===== config.mk =====
export PLATFORM = sky130hd
export DESIGN_NAME = eeo_encoder_emulation_output
export DESIGN_NICKNAME = d
export VERILOG_FILES = /design/src/hdl/eeo_pkg.sv /design/src/hdl/eeo_quad_gen.sv /design/src/hdl/eeo_pin_sync.sv /design/src/hdl/eeo_encoder_emulation_output.sv
export SDC_FILE = /design/constraint.sdc
export NUM_CORES = 1
export LEC_CHECK = 0
export BUFFER_PORTS_ARGS = -buffer_cell sky130_fd_sc_hd__buf_2
export CELL_PAD_IN_SITES_DETAIL_PLACEMENT = 0
export CELL_PAD_IN_SITES_GLOBAL_PLACEMENT = 2
export CORE_MARGIN = 2
export CORE_UTILIZATION = 44
export DETAILED_ROUTE_END_ITERATION = 16
export HOLD_SLACK_MARGIN = 0.08
export PLACE_DENSITY = 0.95
export SLEW_MARGIN = 30
export SYNTH_ARGS = -nofsm -noshare
export SYNTH_HDL_FRONTEND = slang
export SYNTH_SLANG_ARGS = --single-unit

===== constraint.sdc =====
create_clock -name mclk -period 15.8 [get_ports mclk]
set_clock_uncertainty 0.1 [all_clocks]
set_input_delay 2.37 -clock mclk [delete_from_list [all_inputs] [get_ports mclk]]
set_output_delay 2.37 -clock mclk [all_outputs]
set_load 0.02 [all_outputs]

===== src/hdl/eeo_pkg.sv =====
// Package of constants and types for the encoder emulation output block.
package eeo_pkg;

  // Position and frame widths.
  localparam int POS_W       = 24;
  localparam int TURN_W      = 12;
  localparam int FRAME_W     = 24;
  localparam int HALF_W      = 12;
  localparam int LINE_W      = 20;
  localparam int CNT_W       = 5;

  // Line count limits before quadrature.
  localparam logic [LINE_W-1:0] RES_LINES_MAX = 20'h01000;
  localparam logic [LINE_W-1:0] ENC_LINES_MIN = 20'h00100;
  localparam logic [LINE_W-1:0] ENC_LINES_MAX = 20'h80000;

  // Interpolation factor exponent limits.
  localparam logic [2:0] INTERP_EXP_MIN = 3'h2;
  localparam logic [2:0] INTERP_EXP_MAX = 3'h7;

  // Function select codes.
  localparam logic [1:0] FUNC_OFF    = 2'h0;
  localparam logic [1:0] FUNC_INCR   = 2'h1;
  localparam logic [1:0] FUNC_SERIAL = 2'h2;
  localparam logic [1:0] FUNC_INTERP = 2'h3;

  // Pole pair settings of the resolver source.
  localparam logic [1:0] POLES_2 = 2'h0;
  localparam logic [1:0] POLES_4 = 2'h1;
  localparam logic [1:0] POLES_6 = 2'h2;

  // Frame reset value and invalid top half.
  localparam logic [FRAME_W-1:0] FRAME_RST = 24'h000000;
  localparam logic [HALF_W-1:0]  INVALID_TOP = 12'hFFF;

  // Serial link timing: word is done after this idle time on the clock.
  localparam int MCLK_MHZ_X10       = 400;
  localparam int SER_SLOW_PERIOD_NS = 5000;
  localparam int SER_FAST_PERIOD_NS = 667;
  localparam int SER_IDLE_NS        = 20000;
  localparam int SER_IDLE_CYC       = (SER_IDLE_NS * MCLK_MHZ_X10) / 10000;
  localparam int IDLE_W             = 10;

  // Quadrature phase states.
  typedef enum logic [3:0] {
    EEO_Q00 = 4'h1,
    EEO_Q10 = 4'h2,
    EEO_Q11 = 4'h4,
    EEO_Q01 = 4'h8
  } eeo_quad_t;

endpackage


===== src/hdl/eeo_quad_gen.sv =====
// Quadrature generator that steps A and B one edge per request.
`timescale 1ns/1ps
module eeo_quad_gen (
  // Clock and reset.
  input  wire logic mclk,
  input  wire logic reset_n,
  // Step requests.
  input  wire logic step_up,
  input  wire logic step_dn,
  // Quadrature outputs.
  output logic      quad_a,
  output logic      quad_b
);

  eeo_pkg::eeo_quad_t state_r;
  eeo_pkg::eeo_quad_t state_nxt;

  // Gray sequence: up runs 00,10,11,01; down runs the reverse.
  always_comb begin
    state_nxt = state_r;
    case (state_r)
      eeo_pkg::EEO_Q00: state_nxt = step_up ? eeo_pkg::EEO_Q10 : (step_dn ? eeo_pkg::EEO_Q01 : state_r);
      eeo_pkg::EEO_Q10: state_nxt = step_up ? eeo_pkg::EEO_Q11 : (step_dn ? eeo_pkg::EEO_Q00 : state_r);
      eeo_pkg::EEO_Q11: state_nxt = step_up ? eeo_pkg::EEO_Q01 : (step_dn ? eeo_pkg::EEO_Q10 : state_r);
      eeo_pkg::EEO_Q01: state_nxt = step_up ? eeo_pkg::EEO_Q00 : (step_dn ? eeo_pkg::EEO_Q11 : state_r);
      default:          state_nxt = eeo_pkg::EEO_Q00;
    endcase
  end

  // Phase register and registered outputs.
  always_ff @(posedge mclk or negedge reset_n) begin
    if (!reset_n) begin
      state_r <= eeo_pkg::EEO_Q00;
      quad_a  <= 1'b0;
      quad_b  <= 1'b0;
    end else begin
      state_r <= state_nxt;
      quad_a  <= (state_nxt == eeo_pkg::EEO_Q10) || (state_nxt == eeo_pkg::EEO_Q11);
      quad_b  <= (state_nxt == eeo_pkg::EEO_Q11) || (state_nxt == eeo_pkg::EEO_Q01);
    end
  end

  // A and B never change together.
  a_quad_one_edge: assert property (@(posedge mclk) disable iff (!reset_n)
    !($changed(quad_a) && $changed(quad_b))) else $error("A and B changed together");

endmodule


===== src/hdl/eeo_pin_sync.sv =====
// Three-stage synchroniser with agreement filter for a pin input.
`timescale 1ns/1ps
module eeo_pin_sync (
  // Clock and reset.
  input  wire logic mclk,
  input  wire logic reset_n,
  // Pin and filtered level.
  input  wire logic pin,
  output logic      level,
  output logic      rise,
  output logic      fall
);

  logic s1_r;
  logic s2_r;
  logic s3_r;
  logic level_r;
  logic agree;

  // The level changes only once stages two and three agree.
  assign agree = (s2_r == s3_r);
  assign level = level_r;
  assign rise  = agree && s2_r && !level_r;
  assign fall  = agree && !s2_r && level_r;

  // Shift chain and filtered level.
  always_ff @(posedge mclk or negedge reset_n) begin
    if (!reset_n) begin
      s1_r    <= 1'b0;
      s2_r    <= 1'b0;
      s3_r    <= 1'b0;
      level_r <= 1'b0;
    end else begin
      s1_r <= pin;
      s2_r <= s1_r;
      s3_r <= s2_r;
      if (agree) begin
        level_r <= s2_r;
      end
    end
  end

endmodule


===== src/hdl/eeo_encoder_emulation_output.sv =====
// Encoder emulation output: quadrature with marker, or serial absolute frame.
`timescale 1ns/1ps
module eeo_encoder_emulation_output (
  // Clock and reset.
  input  wire logic                       mclk,
  input  wire logic                       reset_n,
  // Absolute shaft position: turns in the top half, angle in the bottom half.
  input  wire logic [eeo_pkg::POS_W-1:0]  shaft_position,
  input  wire logic                       source_is_encoder,
  input  wire logic [1:0]                 resolver_poles,
  input  wire logic                       commutation_track,
  input  wire logic                       homing_done,
  // Settings.
  input  wire logic [1:0]                 emulation_function_select,
  input  wire logic [eeo_pkg::LINE_W-1:0] line_count,
  input  wire logic [2:0]                 interp_exponent,
  input  wire logic [eeo_pkg::HALF_W-1:0] marker_offset,
  input  wire logic                       multi_turn_select,
  input  wire logic                       serial_code_select,
  input  wire logic                       serial_clock_select,
  input  wire logic                       serial_clock_invert,
  // Interpolation sources.
  input  wire logic                       interp_step_up,
  input  wire logic                       interp_step_dn,
  input  wire logic                       sine_marker,
  // Serial link.
  input  wire logic                       serial_clk,
  output logic                            serial_data,
  // Incremental outputs.
  output logic                            quad_a,
  output logic                            quad_b,
  output logic                            zero_marker
);

  localparam int ACC_W = eeo_pkg::HALF_W + eeo_pkg::LINE_W + 2;
  // One emitted quadrature edge in accumulator units.
  localparam logic [ACC_W-1:0] EDGE_UNIT = ACC_W'(1 << eeo_pkg::HALF_W);

  // Rate information; the link simply follows whatever rate the reader uses.
  localparam int PERIOD_SLOW = eeo_pkg::SER_SLOW_PERIOD_NS;
  localparam int PERIOD_FAST = eeo_pkg::SER_FAST_PERIOD_NS;

  logic [eeo_pkg::HALF_W-1:0]  angle_prev_r;
  logic [ACC_W-1:0]            target_r;
  logic [ACC_W-1:0]            emitted_r;
  logic [ACC_W-1:0]            pos_diff;
  logic [eeo_pkg::LINE_W-1:0]  lines_eff;
  logic [eeo_pkg::HALF_W-1:0]  angle_raw;
  logic [eeo_pkg::HALF_W-1:0]  angle_scaled;
  logic [eeo_pkg::HALF_W-1:0]  delta;
  logic [eeo_pkg::HALF_W-1:0]  rel_angle;
  logic [eeo_pkg::HALF_W-1:0]  rel_prev;
  logic                        wrap_fwd;
  logic                        wrap_back;
  logic                        incr_mode;
  logic                        interp_mode;
  logic                        serial_mode;
  logic                        qstep_up;
  logic                        qstep_dn;
  logic                        qa;
  logic                        qb;
  logic                        marker_armed_r;
  logic                        zero_marker_r;
  logic                        sclk_lvl;
  logic                        sclk_rise;
  logic                        sclk_fall;
  logic                        sclk_lead;
  logic [eeo_pkg::FRAME_W-1:0] frame_raw;
  logic [eeo_pkg::FRAME_W-1:0] frame_word;
  logic [eeo_pkg::FRAME_W-1:0] shift_r;
  logic                        busy_r;
  logic [eeo_pkg::CNT_W-1:0]   bits_r;
  logic [eeo_pkg::IDLE_W-1:0]  idle_r;
  logic                        serial_data_r;
  logic [eeo_pkg::HALF_W-1:0]  top_half;

  // Binary to Gray conversion.
  function automatic logic [eeo_pkg::FRAME_W-1:0] to_gray(input logic [eeo_pkg::FRAME_W-1:0] v);
    to_gray = v ^ (v >> 1);
  endfunction

  // Mode decode.
  assign incr_mode   = (emulation_function_select == eeo_pkg::FUNC_INCR);
  assign interp_mode = (emulation_function_select == eeo_pkg::FUNC_INTERP);
  assign serial_mode = (emulation_function_select == eeo_pkg::FUNC_SERIAL);

  // Line count clamped to the limits of the feedback source.
  assign lines_eff = source_is_encoder ?
    ((line_count < eeo_pkg::ENC_LINES_MIN) ? eeo_pkg::ENC_LINES_MIN :
     (line_count > eeo_pkg::ENC_LINES_MAX) ? eeo_pkg::ENC_LINES_MAX : line_count) :
    ((line_count > eeo_pkg::RES_LINES_MAX) ? eeo_pkg::RES_LINES_MAX :
     (line_count == '0) ? 20'h00001 : line_count);

  // Angle within the turn taken from the absolute position.
  assign angle_raw = shaft_position[eeo_pkg::HALF_W-1:0];
  assign delta     = angle_raw - angle_prev_r;
  assign rel_angle = angle_raw - marker_offset;
  assign rel_prev  = angle_prev_r - marker_offset;
  assign wrap_fwd  = !delta[eeo_pkg::HALF_W-1] && (rel_angle < rel_prev);
  assign wrap_back = delta[eeo_pkg::HALF_W-1] && (rel_angle > rel_prev);

  // Emitted edges trail the target position, four edges per line.
  // A forward step needs a whole edge of travel, so a fractional remainder cannot make the phases dither.
  assign pos_diff = target_r - emitted_r;
  assign qstep_up = interp_mode ? interp_step_up :
                    (incr_mode && !pos_diff[ACC_W-1] && (pos_diff >= EDGE_UNIT));
  assign qstep_dn = interp_mode ? (interp_step_dn && !interp_step_up) :
                    (incr_mode && pos_diff[ACC_W-1]);

  eeo_quad_gen u_quad (
    .mclk    (mclk),
    .reset_n (reset_n),
    .step_up (qstep_up),
    .step_dn (qstep_dn),
    .quad_a  (qa),
    .quad_b  (qb)
  );

  // Incremental tracking: target is the signed angle travel times four lines.
  always_ff @(posedge mclk or negedge reset_n) begin
    if (!reset_n) begin
      angle_prev_r <= '0;
      target_r     <= '0;
      emitted_r    <= '0;
    end else begin
      angle_prev_r <= angle_raw;
      target_r     <= target_r + ACC_W'({{(ACC_W-eeo_pkg::HALF_W){delta[eeo_pkg::HALF_W-1]}}, delta}
                      * ACC_W'({lines_eff, 2'b00}));
      if (qstep_up && !interp_mode) begin
        emitted_r <= emitted_r + ACC_W'(1 << eeo_pkg::HALF_W);
      end else if (qstep_dn && !interp_mode) begin
        emitted_r <= emitted_r - ACC_W'(1 << eeo_pkg::HALF_W);
      end
    end
  end

  // Marker: in incremental mode armed at the offset crossing, emitted while A and B are both high.
  always_ff @(posedge mclk or negedge reset_n) begin
    if (!reset_n) begin
      marker_armed_r <= 1'b0;
      zero_marker_r  <= 1'b0;
    end else begin
      if (interp_mode) begin
        marker_armed_r <= 1'b0;
        zero_marker_r  <= sine_marker;
      end else if (incr_mode) begin
        if (wrap_fwd || wrap_back) begin
          marker_armed_r <= 1'b1;
        end else if (zero_marker_r && !(qa && qb)) begin
          marker_armed_r <= 1'b0;
        end
        zero_marker_r <= (marker_armed_r || zero_marker_r) && qa && qb;
      end else begin
        marker_armed_r <= 1'b0;
        zero_marker_r  <= 1'b0;
      end
    end
  end

  // Outputs held low when no incremental function is selected.
  always_ff @(posedge mclk or negedge reset_n) begin
    if (!reset_n) begin
      quad_a <= 1'b0;
      quad_b <= 1'b0;
    end else begin
      quad_a <= (incr_mode || interp_mode) && qa;
      quad_b <= (incr_mode || interp_mode) && qb;
    end
  end
  assign zero_marker = zero_marker_r;

  // Single-turn angle scaled by the resolver pole count.
  assign angle_scaled = source_is_encoder ? angle_raw :
    (resolver_poles == eeo_pkg::POLES_4) ? {angle_raw[eeo_pkg::HALF_W-2:0], 1'b0} :
    (resolver_poles == eeo_pkg::POLES_6) ? eeo_pkg::HALF_W'((32'(angle_raw) * 3) & 32'hFFF) :
    angle_raw;

  // Upper half of the frame by format.
  assign top_half = multi_turn_select ? shaft_position[eeo_pkg::POS_W-1:eeo_pkg::HALF_W] :
                    (source_is_encoder && commutation_track && !homing_done) ? eeo_pkg::INVALID_TOP :
                    '0;
  assign frame_raw  = {top_half, multi_turn_select ? angle_raw : angle_scaled};
  assign frame_word = serial_code_select ? frame_raw : to_gray(frame_raw);

  // Serial clock synchroniser; the leading edge depends on the polarity setting.
  eeo_pin_sync u_sclk (
    .mclk    (mclk),
    .reset_n (reset_n),
    .pin     (serial_clk),
    .level   (sclk_lvl),
    .rise    (sclk_rise),
    .fall    (sclk_fall)
  );
  assign sclk_lead = serial_clock_invert ? sclk_rise : sclk_fall;

  // Frame shifter: first lead edge latches, each later one shifts MSB first.
  always_ff @(posedge mclk or negedge reset_n) begin
    if (!reset_n) begin
      shift_r       <= eeo_pkg::FRAME_RST;
      busy_r        <= 1'b0;
      bits_r        <= '0;
      idle_r        <= '0;
      serial_data_r <= 1'b1;
    end else begin
      if (!serial_mode) begin
        busy_r        <= 1'b0;
        serial_data_r <= 1'b1;
      end else if (sclk_lead && !busy_r) begin
        shift_r       <= {frame_word[eeo_pkg::FRAME_W-2:0], 1'b0};
        serial_data_r <= frame_word[eeo_pkg::FRAME_W-1];
        busy_r        <= 1'b1;
        bits_r        <= eeo_pkg::CNT_W'(1);
        idle_r        <= '0;
      end else if (sclk_lead && busy_r) begin
        idle_r <= '0;
        if (bits_r < eeo_pkg::CNT_W'(eeo_pkg::FRAME_W)) begin
          serial_data_r <= shift_r[eeo_pkg::FRAME_W-1];
          shift_r       <= {shift_r[eeo_pkg::FRAME_W-2:0], 1'b0};
          bits_r        <= bits_r + 1'b1;
        end else begin
          serial_data_r <= 1'b0;
        end
      end else if (busy_r) begin
        if (idle_r == eeo_pkg::IDLE_W'(eeo_pkg::SER_IDLE_CYC)) begin
          busy_r        <= 1'b0;
          serial_data_r <= 1'b1;
        end else begin
          idle_r <= idle_r + 1'b1;
        end
      end
    end
  end
  assign serial_data = serial_data_r;

  // In incremental mode, no marker unless both phases are high.
  a_marker_ab_high: assert property (@(posedge mclk) disable iff (!reset_n)
    (zero_marker && incr_mode && $past(incr_mode)) |-> (quad_a || $past(qa)) && $past(qa) && $past(qb))
    else $error("Marker without A and B high");

  // Line limit for resolver source.
  a_line_limit: assert property (@(posedge mclk) disable iff (!reset_n)
    !source_is_encoder |-> lines_eff <= eeo_pkg::RES_LINES_MAX) else $error("Line count over limit");

  // Single-turn frame has zero or invalid top half.
  a_single_top: assert property (@(posedge mclk) disable iff (!reset_n)
    (!multi_turn_select && !(source_is_encoder && commutation_track && !homing_done))
      |-> frame_raw[eeo_pkg::FRAME_W-1:eeo_pkg::HALF_W] == '0) else $error("Single-turn top not zero");

  // Invalid flag for an unhomed commutation encoder.
  a_invalid_flag: assert property (@(posedge mclk) disable iff (!reset_n)
    (!multi_turn_select && source_is_encoder && commutation_track && !homing_done)
      |-> frame_raw[eeo_pkg::FRAME_W-1:eeo_pkg::HALF_W] == 12'hFFF) else $error("Invalid flag missing");

  // Multi-turn top carries turns.
  a_multi_turns: assert property (@(posedge mclk) disable iff (!reset_n)
    multi_turn_select |-> frame_raw == shaft_position) else $error("Multi-turn frame wrong");

  // Gray coding when binary is not chosen.
  a_gray_code: assert property (@(posedge mclk) disable iff (!reset_n)
    !serial_code_select |-> frame_word == (frame_raw ^ (frame_raw >> 1))) else $error("Gray coding wrong");

  // First lead edge of a word latches the frame MSB.
  a_frame_msb: assert property (@(posedge mclk) disable iff (!reset_n)
    (serial_mode && sclk_lead && !busy_r) |=> busy_r && serial_data == $past(frame_word[eeo_pkg::FRAME_W-1]))
    else $error("Frame MSB not latched");

  // Bit count never passes the frame length.
  a_frame_len: assert property (@(posedge mclk) disable iff (!reset_n)
    bits_r <= eeo_pkg::CNT_W'(eeo_pkg::FRAME_W)) else $error("Frame longer than 24 bits");

  // Interpolation passes the sine marker one cycle later.
  a_interp_pass: assert property (@(posedge mclk) disable iff (!reset_n)
    (interp_mode ##1 interp_mode) |-> zero_marker == $past(sine_marker)) else $error("Marker not passed");

  // Serial data idles high whenever the serial function was not selected.
  a_serial_idle: assert property (@(posedge mclk) disable iff (!reset_n)
    !$past(serial_mode) |-> serial_data) else $error("Serial data not idle");

  // Lead edges past the last frame bit only shift zeros.
  a_frame_refuse: assert property (@(posedge mclk) disable iff (!reset_n)
    (serial_mode && busy_r && sclk_lead && bits_r == eeo_pkg::CNT_W'(eeo_pkg::FRAME_W)) |=> !serial_data)
    else $error("Bit past frame end not zero");

  // Quadrature outputs rest low outside the incremental functions.
  a_quad_off: assert property (@(posedge mclk) disable iff (!reset_n)
    !$past(incr_mode || interp_mode) |-> !quad_a && !quad_b) else $error("Quadrature active while off");

  // No marker outside the incremental functions.
  a_marker_off: assert property (@(posedge mclk) disable iff (!reset_n)
    !$past(incr_mode || interp_mode) |-> !zero_marker) else $error("Marker active while off");

endmodule


== Word level (Yosys, flattened, before mapping) ==
Index checks and enable logic that the tools add are counted.
Cells by class
  mux-type cells: 53
  multiply operators: 2
  bitwise gates (word level): 1
  reductions and logical operators: 44
  eq/ne operators: 19
  shift-type cells: 0
  divide/modulo/power cells: 0
  magnitude comparators: 7
  $add $sub $neg: 9
Operators by type and width (count)
  20-bit 2-to-1 mux: 5
  24-bit 2-to-1 mux: 4
  12-bit 2-to-1 mux: 6
  34-bit 2-to-1 mux: 2
  10-bit 2-to-1 mux: 4
  12-bit subtractor: 3
  34-bit by 13-bit adder with 34-bit output, second input constant: 1
  34-bit adder: 1
  34-bit by 13-bit greater-or-equal comparator with 1-bit output, second input constant: 1
  34-bit by 20-bit multiplier with 32-bit output: 1
  34-bit by 13-bit subtractor with 34-bit output, second input constant: 1
  34-bit subtractor: 1
  4-bit 2-to-1 mux: 8
  24-bit by 23-bit bitwise XOR with 24-bit output: 1
  1-bit logical AND: 22
  20-bit by 13-bit > comparator with 1-bit output, second input constant: 1
  20-bit > comparator, second input constant: 1
  20-bit zero test: 1
  20-bit by 9-bit less-than comparator with 1-bit output, second input constant: 1
  1-bit 2-to-1 mux: 20
  4-bit case mux with 4 select lines: 1
  5-bit 2-to-1 mux: 3
  12-bit > comparator: 1
  12-bit less-than comparator: 1
  other kinds (20): 44
Word-level totals
  register bits: 135
  memories: 0
  bits in latches: 0
  output and inout port bits: 4
  RAM bits: 0
  word-level logic and storage cells: 154
  memory bits (read-only): 0

== Longest topological paths before layout ==
Gate-level depths: netlist (run 1).
  depth after elaboration: 9
  mapped depth: 49
  gate-level depth less buffers: 49

== By module ==
Synthesis (run 1) repeated with hierarchy kept, for this count alone.
Second synthesis, totals
  cell total of the unflattened synthesis: 2511
  area, all modules: 21644.5 sq um
Modules (own cells, without submodules)
  eeo_encoder_emulation_output: instances 1, area each 21003.9 sq um, sequential area each 2753.9 sq um, cells each 2451
  eeo_quad_gen: instances 1, area each 480.5 sq um, sequential area each 151.4 sq um, cells each 49
  eeo_pin_sync: instances 1, area each 160.2 sq um, sequential area each 100.1 sq um, cells each 11

== Worst setup path before layout (run 1) ==
No wires, ideal clock.
  kind: input to register
  start: input port shaft_position[0] (netlist name)
  end: register target_r[32]
  library setup time: 80 ps
  path buffers: 1
  path slack: 3073 ps
  stages on the path: 46
  arrival: 12547 ps
  path through: inv_1 > ha_1 > inv_1 > fa_1 > a21o_1 > a21oi_1 > o21bai_1 > a21oi_1 > o21bai_1 > a21oi_1 > o21bai_1 > a21oi_1 > xor2_1 > clkbuf_1 > nor2_1 > fa_1 > fa_1 > inv_1 > (+10 left out) > nor3_1 > o2111ai_1 > a41oi_1 > nor2b_1 > o21ai_0 > nand2b_1 > a21oi_1 > xnor2_1 > ha_1 > and3_1 > and3_1 > a22o_1 > a31o_2 > o211a_1 > o21a_1 > o21a_1 > o41ai_1 > xnor2_1
Between the ends
  longest elaborated chain between the ends: 3
Ends and longest elaborated chain
  start: declaration: line eeo_encoder_emulation_output.sv:8  | input wire logic [eeo_pkg::POS_W-1:0] shaft_position,
  12-bit subtractor: line eeo_encoder_emulation_output.sv:96  | assign delta = angle_raw - angle_prev_r;
  34-bit by 20-bit multiplier with 32-bit output: line eeo_encoder_emulation_output.sv:128  | * ACC_W'({lines_eff, 2'b00}));
  34-bit adder: line eeo_encoder_emulation_output.sv:127  | target_r <= target_r + ACC_W'({{(ACC_W-eeo_pkg::HALF_W){delta[eeo_pkg::HALF_W-1]}}, delta}
  end signal: assignment: line eeo_encoder_emulation_output.sv:127
  end: declaration: line eeo_encoder_emulation_output.sv:44  | logic [ACC_W-1:0] target_r;
Every way passes these cells.
A chain may end at the register's enable or synchronous reset.

== Worst setup path in the final report (run 1) ==
Same ends and word-level chain as after synthesis.

==> results of run 1 <==
-- metal layers --
metal	GRT usage (%)	vias up
met4	7.07	0
met5	0	-
li1	-	8368
met1	28.5	8646
met3	3.10	74
met2	36.8	379
-- cell type report --
type                            count  area, um2
Fill cell                        4765      25500
Multi-Input combinational cell   1902      16600
Sequential cell                   120       3010
Inverter                          437       1640
Tap cell                          622        778
Timing Repair Buffer              101        577
Clock buffer                       17        425
Clock inverter                     15        141
Antenna cell                        1       2.50
-- flip-flops by register name, indices dropped and copies added, names as in the netlist --
signal,cells
target_r,32
shift_r,23
emitted_r,22
angle_prev_r,12
idle_r,10
bits_r,5
u_quad.state_r,4
busy_r,1
marker_armed_r,1
quad_a,1
quad_b,1
serial_data,1
u_quad.quad_a,1
u_quad.quad_b,1
u_sclk.level,1
u_sclk.s1_r,1
u_sclk.s2_r,1
u_sclk.s3_r,1
zero_marker,1
-- stage by stage --
stage / worst slack (ps) / area [um2] / cells / hold slack [ps] / util, %
final: 2400 / 23200 / 3215 / 256 / 47.7
after global routing: 1580 / 23200 / 3215 / 261 / 47.7
after CTS: 2460 / 23200 / 3214 / 259 / 47.6
after detailed placement: 1980 / 22600 / 3182 / 243 / 46.5
after global placement: 2060 / 22600 / 3182 / 238 / 46.4
after floorplan: 3070 / 21500 / 2530 / 231 / -
-- synthesized netlist by cell type, types with 9 or more instances --
cell,count
a21oi_1,126
nor2_1,239
nand3_1,40
mux2i_1,25
a21boi_0,10
nor2b_1,39
o211ai_1,9
o22ai_1,12
nand2_1,225
or3_1,10
a21o_1,38
ha_1,215
nor3_1,38
xor2_1,50
inv_1,436
o21ai_0,118
xnor2_1,111
and2_1,28
o21bai_1,20
and3_1,25
nor3b_1,12
fa_1,283
clkbuf_1,61
o21a_1,25
nand2b_1,31
nand4_1,12
dfrtp_1,118
a31oi_1,13
-- worst paths after layout --
check | endpoint | slack [ps] | cells after the start
max | target_r[32] | 2400 | 46
min | u_sclk.s2_r | 260 | 0
max reg2reg | target_r[32] | 4210 | 44
min reg2reg | u_sclk.s2_r | 260 | 0
max in group asynchronous | emitted_r[21] | 12600 | 2
min in group asynchronous | u_sclk.s2_r | 1790 | 1
-- logic make-up (layout without fill, tap and decap cells) --
logic type,after synthesis,after routing,synth area share [%]
simple gates,738,738,15.9
xor+xnor,161,161,6.55
fa+ha+maj,498,498,38.8
flops,120,120,14.0
other cells,0,1,0
compound gates,472,472,14.2
mux,33,33,1.58
buf+inv,508,570,9.11
==> run_results.csv, run 1 <==
group,metric,value,unit
routing,wl_met1,23000,um
global_routing,grt_max_degree,82,
clock_network,post_cts_buffers,0,
routing,detail_route.vias_per_cell,5.43,
global_routing,grt_pass1_vias,17700,
logic_synthesis,yosysWarnings,0,
sta,fin_crit_sh,84.8,%
clock_network,tritoncts,"done",
clock_network,cts_buffer_depth,2,
critical_path,slowest_stage,"fa_1",
cells_and_area,mostFrequentLayoutCells,"436 x inv_1, 283 x fa_1, 238 x nor2_1",
critical_path,worstPathRequired,16080,ps
critical_path,end_kind,"flop",
critical_path,path_buf_inv,7,
outcome,status,"completed",
critical_path,setup.worst_path.start,"shaft_position[0]",
logic_synthesis,synth_edf_count,0,
global_routing,antenna_found_initial,2,
sta,finalHoldViolations,0,
floorplan,core_area,48600,um2
sta,worst_slew_pin_slew,1010,ps
sta,max_freq,0.0747,GHz
logic_synthesis,ys.flop_type,"dfrtp_1",
global_routing,grt_first_pass_wirelength,88000,um
cells_and_area,layout.nets,3153,
sta,period_needed,13400,ps
clock_network,htree_levels,4,
logic_synthesis,synth_nets,3104,
critical_path,max_stage_delay,600,ps
critical_path,rr_startpoint,"angle_prev_r[0]",
routing,wl_met3,2410,um
critical_path,startpoint_type,"primary input",
clock_network,postCtsHoldBufs,0,
routing,drc,0,
sta,rsz0062_at_grt,"false",
global_routing,grt_use_total,21.7,%
routing,firstDrtPassIters,5,
cells_and_area,area_delta_synth_final,7.62,%
critical_path,critical_path_class,"primary input to flop",
placement,dp_hpwl,43300,um
routing,wl_per_cell,16.4,um
placement,io_buffers,75,
routing,wl_met2,25800,um
global_routing,overflow,0,
sta,setup_viol,0,
critical_path,crit_family,"adder cells",
critical_path,critPathMaxFanout,9,
clock_network,clockRootBuffer,"clkbuf_16",
cells_and_area,drive_gt1_share,6.64,%
clock_network,cts_resized,0,
clock_network,clk_latency,450,ps
sta,max_slew_margin,31.9,%
clock_network,cts_buffers,17,
routing,first_iter_violations,1142,
logic_synthesis,seq_area_frac_synth,14.0,%
cells_and_area,layout_commonest_cell,"inv_1",
logic_synthesis,synth_cell_type_count,88,
worst_hold_path,holdCritPathClass,"flop to flop",
floorplan,die_area,50700,um2
logic_synthesis,synth_seq_cells,120,
critical_path,arrival,13670,ps
run,drv_cap,0,
logic_synthesis,ys_async_sr_fraction,100,%
clock_network,cts.sinks,120,
sta,setup_tns,0,ps
worst_hold_path,min_from,"u_sclk.s1_r",
placement,place_congestion,0.905,
routing,drt-total-wl,52600,um
floorplan,rows,81,
logic_synthesis,synth.top_cell.area_share,26.3,%
logic_synthesis,yosysTopAreaCell,"fa_1",
logic_synthesis,avgSynthCellArea,8.51,um2
floorplan,die_h,225,um
floorplan,dieWidth,225,um
routing,vias,17500,
logic_synthesis,synth_cells,2530,
critical_path,crit_top_cell,"fa_1",
routing,maxUsedRoutingLayer,"met4",
logic_synthesis,synth.area.top_cells,"fa_1 26%, dfrtp_1 14%, ha_1 12%, inv_1 7.6%, xnor2_1 4.5%",
logic_synthesis,syn_area,21500,um2
routing,final_antenna_net_count,0,
floorplan,start_util,44.3,%
clock_network,clkTransAtPathRegs,70,ps
sta,slew_viol_final,0,
floorplan,pin_count,80,
Power of run 1 is not shown: default switching activity piles up to over one toggle a cycle in this logic, so the estimate is an artifact.
==> run 2, diff against run 1 <==
--- a/config.mk
+++ b/config.mk
@@ -9,10 +9,10 @@
 export CELL_PAD_IN_SITES_DETAIL_PLACEMENT = 0
 export CELL_PAD_IN_SITES_GLOBAL_PLACEMENT = 2
 export CORE_MARGIN = 2
-export CORE_UTILIZATION = 44
+export CORE_UTILIZATION = 37
 export DETAILED_ROUTE_END_ITERATION = 16
 export HOLD_SLACK_MARGIN = 0.08
-export PLACE_DENSITY = 0.95
+export PLACE_DENSITY = 0.9
 export SLEW_MARGIN = 30
 export SYNTH_ARGS = -nofsm -noshare
 export SYNTH_HDL_FRONTEND = slang
==> constraint.sdc (replaced) <==
create_clock -name mclk -period 11.4 [get_ports mclk]
set_clock_uncertainty 0.1 [all_clocks]
set_input_delay 1.71 -clock mclk [delete_from_list [all_inputs] [get_ports mclk]]
set_output_delay 1.71 -clock mclk [all_outputs]
set_load 0.02 [all_outputs]
==> run_results.csv, run 2 (same netlist as run 1, synthesis figures left out) <==
group,metric,value,unit
sta,period_needed,11220,ps
critical_path,end_kind,"flop",
clock_network,clk_latency,480,ps
sta,max_slew_margin,42.6,%
cells_and_area,drive_gt1_share,13.8,%
critical_path,slowest_stage,"fa_2",
global_routing,antenna_found_initial,0,
critical_path,crit_family,"adder cells",
sta,fin_crit_sh,98.4,%
sta,setup_viol,0,
critical_path,startpoint_type,"primary input",
routing,detail_route.vias_per_cell,5.11,
clock_network,clkTransAtPathRegs,70,ps
critical_path,critical_path_class,"primary input to flop",
cells_and_area,layout.nets,3321,
outcome,status,"completed",
sta,slew_viol_final,0,
floorplan,die_area,60200,um2
global_routing,grt_max_degree,68,
routing,vias,18000,
global_routing,overflow,0,
clock_network,clockRootBuffer,"clkbuf_16",
floorplan,start_util,37.4,%
cells_and_area,largest_reg_flops,32,
cells_and_area,n_antenna_cell,0,
placement,place_congestion,0.912,
cells_and_area,layout_commonest_cell,"inv_1",
routing,drt-total-wl,55700,um
critical_path,max_stage_delay,570,ps
clock_network,cts_buffers,17,
placement,io_buffers,75,
critical_path,arrival,11470,ps
global_routing,grt_first_pass_wirelength,90700,um
global_routing,grt_pass1_vias,18100,
floorplan,pin_count,80,
cells_and_area,top_register,"target_r",
critical_path,critPathMaxFanout,5,
critical_path,crit_top_cell,"inv_1",
critical_path,path_buf_inv,12,
cells_and_area,mostFrequentLayoutCells,"435 x inv_1, 274 x fa_1, 234 x nor2_1",
sta,setup_tns,0,ps
routing,wl_per_cell,15.8,um
clock_network,tritoncts,"done",
clock_network,cts_buffer_depth,2,
sta,rsz0062_at_grt,"true",
global_routing,grt_use_total,18.9,%
sta,finalHoldViolations,0,
critical_path,worstPathRequired,11660,ps
cells_and_area,largestRegisters,"target_r x32, shift_r x23, emitted_r x22",
floorplan,die_h,245,um
sta,hold_slack,250,ps
sta,max_freq,0.0892,GHz
clock_network,postCtsHoldBufs,0,
floorplan,dieWidth,245,um
routing,drc,0,
cells_and_area,final_cell_area,24800,um2
worst_hold_path,holdCritPathClass,"flop to flop",
routing,firstDrtPassIters,7,
clock_network,cts.sinks,120,
cells_and_area,post-route-util,43.1,%
floorplan,core_area,57600,um2
run,drv_cap,0,
routing,first_iter_violations,889,
routing,final_antenna_net_count,0,
placement,dp_hpwl,46400,um
floorplan,rows,88,
sta,worst_slew_pin_slew,855,ps
clock_network,htree_levels,4,
cells_and_area,area_delta_synth_final,15.2,%
placement,placed_cell_area,24000,um2
-- run 2: changes by cell type in the layout (fill, tap and decap cells not counted), moves of 10 or more --
| cell | previous run | this run |
|---|---|---|
| buf_4 | 26 | 191 |
| a21oi_1 | 126 | 115 |
| a21oi_2 | 1 | 12 |
| o21ai_0 | 118 | 108 |
-- run 2: routing by layer --
layer	part of all wire, %	track usage (%)	vias up	routed length (um)
met5	0	0	-	0
met4	1.7	5.08	0	972
met3	4.6	3.07	58	2580
met2	50	32.5	356	27800
met1	44	24.6	8915	24400
li1	-	-	8700	-
-- run 2: layout make-up --
cell class / count / area (um2)
inverters: 437 / 1640
clock inverters: 14 / 116
well taps: 765 / 957
fillers: 5717 / 32800
multi-input cells: 1902 / 16800
repair buffers: 269 / 1860
flip-flops and latches: 120 / 3010
clock buffers: 18 / 429
-- run 2: final timing paths --
kind	startpoint	end	slack [ps]	cells past startpoint
min in group asynchronous	reset_n	shift_r[16]	1200	1
worst max register to register	angle_prev_r[0]	target_r[32]	1220	46
worst min register to register	u_sclk.s1_r	u_sclk.s2_r	250	0
worst max-delay path	shaft_position[0]	target_r[32]	180	48
worst min-delay path	u_sclk.s1_r	u_sclk.s2_r	250	0
max in group asynchronous	reset_n	emitted_r[20]	8830	2
-- run 2: what timing repair did --
| item | in CTS | in global routing |
|---|---|---|
| setup endpoints to repair | 2 | 6 |
| setup buffers | 0 | 7 |
| resized for setup | 4 | 46 |
| pin swaps | 0 | 41 |
-- run 2: per-stage QoR --
step                      worst slack (ps)  cells
after floorplan                       35.7   2530
after global placement                -439   3486
after detailed placement              -600   3486
after CTS                             28.4   3518
after global routing                  -232   3525
final                                  184   3525
Power of run 2 is left out for the same reason.
==> run 3, diff against run 2 <==
--- a/config.mk
+++ b/config.mk
@@ -8,11 +8,11 @@
 export BUFFER_PORTS_ARGS = -buffer_cell sky130_fd_sc_hd__buf_2
 export CELL_PAD_IN_SITES_DETAIL_PLACEMENT = 0
 export CELL_PAD_IN_SITES_GLOBAL_PLACEMENT = 2
-export CORE_MARGIN = 2
+export CORE_MARGIN = 10
 export CORE_UTILIZATION = 37
 export DETAILED_ROUTE_END_ITERATION = 16
 export HOLD_SLACK_MARGIN = 0.08
-export PLACE_DENSITY = 0.9
+export PLACE_DENSITY_LB_ADDON = 0.05
 export SLEW_MARGIN = 30
 export SYNTH_ARGS = -nofsm -noshare
 export SYNTH_HDL_FRONTEND = slang
==> run_results.csv, run 3 (same netlist as run 1, synthesis figures left out) <==
group,metric,value,unit
sta,slew_viol_final,0,
run,drv_cap,0,
critical_path,r2r_slack,1080,ps
floorplan,die_h,261,um
cells_and_area,area_delta_synth_final,15.6,%
cells_and_area,ff_latch_area,3010,um2
global_routing,grt_first_pass_wirelength,97200,um
placement,io_buffers,75,
routing,wl_per_cell,17.0,um
sta,max_slew_margin,38.2,%
global_routing,grt_max_degree,67,
cells_and_area,drive_gt1_share,13.9,%
floorplan,start_util,37.3,%
clock_network,cts_buffers,17,
worst_hold_path,min_from,"u_sclk.s1_r",
clock_network,htree_levels,4,
sta,max_freq,0.0890,GHz
critical_path,max_stage_delay,520,ps
critical_path,reg2reg_depth,43,
routing,drc,0,
placement,dp_hpwl,50300,um
floorplan,core_area,57700,um2
cells_and_area,layout.nets,3324,
clock_network,cts_buffer_depth,2,
clock_network,clkTransAtPathRegs,60,ps
placement,place_congestion,0.838,
placement,pre_cts_ws,-632,ps
cells_and_area,top_register,"target_r",
critical_path,worstPathRequired,11660,ps
cells_and_area,largestRegisters,"target_r x32, shift_r x23, emitted_r x22",
critical_path,critical_path_class,"primary input to flop",
sta,finalHoldViolations,0,
global_routing,antenna_found_initial,0,
cells_and_area,n_antenna_cell,0,
sta,worst_slack,168,ps
floorplan,pin_count,80,
sta,period_needed,11230,ps
clock_network,clockRootBuffer,"clkbuf_16",
clock_network,cts.sinks,120,
cells_and_area,multiInputGateArea,16800,um2
clock_network,tritoncts,"done",
sta,fin_crit_sh,98.5,%
critical_path,crit_top_cell,"fa_1",
floorplan,dieWidth,261,um
routing,firstDrtPassIters,5,
critical_path,critPathMaxFanout,6,
cells_and_area,fillerInstances,5911,
outcome,status,"completed",
clock_network,clk_latency,490,ps
cells_and_area,layout_commonest_cell,"inv_1",
routing,first_iter_violations,852,
sta,worst_slew_pin_slew,921,ps
critical_path,arrival,11490,ps
floorplan,die_area,68300,um2
critical_path,slowest_stage,"fa_1",
global_routing,overflow,0,
sta,setup_viol,0,
critical_path,end_kind,"flop",
global_routing,grt_pass1_vias,18200,
routing,vias,17800,
cells_and_area,mostFrequentLayoutCells,"431 x inv_1, 279 x fa_1, 234 x nor2_1",
sta,rsz0062_at_grt,"true",
floorplan,rows,88,
routing,drt-total-wl,60100,um
global_routing,grt_use_total,18.0,%
critical_path,rr_endpoint,"target_r[32]",
critical_path,setup.worst_path.start,"shaft_position[0]",
cells_and_area,largest_reg_flops,32,
routing,final_antenna_net_count,0,
critical_path,rr_startpoint,"angle_prev_r[1]",
critical_path,cp-endpoint,"target_r[32]",
critical_path,startpoint_type,"primary input",
worst_hold_path,holdCritPathClass,"flop to flop",
routing,detail_route.vias_per_cell,5.05,
-- run 3: cell types whose count changed in the layout (fill, tap and decap cells not counted), sizes merged --
| cell | change |
|---|---|
| clkinvlp | +1 |
| buf | +3 |
| clkinv | -4 |
| inv | -2 |
| bufinv | +3 |
| clkbuf | +2 |
-- run 3: critical path, delay by kind of cell --
| kind | cells | cell delay (ps) |
|---|---|---|
| XOR/XNOR | 3 | 410 |
| AND/OR/NAND/NOR | 8 | 970 |
| buffers and inverters | 13 | 1220 |
| adder cells (fa/ha/maj) | 11 | 4520 |
| AO/OA/AOI/OAI | 14 | 2630 |
-- run 3: cell type report --
| cell class | count | share of cell area [%] |
|---|---|---|
| multi-input cells | 1902 | 67.5 |
| clock inverters | 12 | 0.668 |
| flip-flops and latches | 120 | 12.1 |
| inverters | 437 | 6.60 |
| well taps | 765 | 3.84 |
| repair buffers | 272 | 7.60 |
| clock buffers | 20 | 1.75 |
-- run 3: metal layers --
metal	track usage [%]	wire length [um]	up-vias
met3	2.27	2080	52
met1	23.6	26700	8810
met5	0	0	-
li1	-	-	8701
met4	4.41	970	0
met2	31.1	30300	259
-- run 3: timing repair --
item	4_1_cts	5_1_grt
pin swaps	2	50
hold buffers	0	0
gates cloned	0	0
endpoints found under the setup margin	2	9
buffers inserted	2	10
gates resized for setup	4	48
-- run 3: stage by stage --
step,hold slack (ps),utilization [%],instance area (um2),instances,setup TNS [ps]
2_1_floorplan,231,-,21600,2530,0
3_3_place_gp,237,41.6,24000,3484,-2130
3_5_place_dp,245,41.6,24000,3484,-2450
4_1_cts,260,42.7,24700,3518,0
5_1_grt,266,43.2,24900,3528,-511
6_report,253,43.2,24900,3528,0
-- run 3: how the worst min path moves through the flow --
stage                        to  depth (start not counted)  slack (ps)
global placement    u_sclk.s2_r                          0         240
finish              u_sclk.s2_r                          0         250
CTS                 u_sclk.s2_r                          0         260
floorplan           u_sclk.s2_r                          0         230
global route        u_sclk.s2_r                          0         270
detailed placement  u_sclk.s2_r                          0         240
Power of run 3 is left out for the same reason.
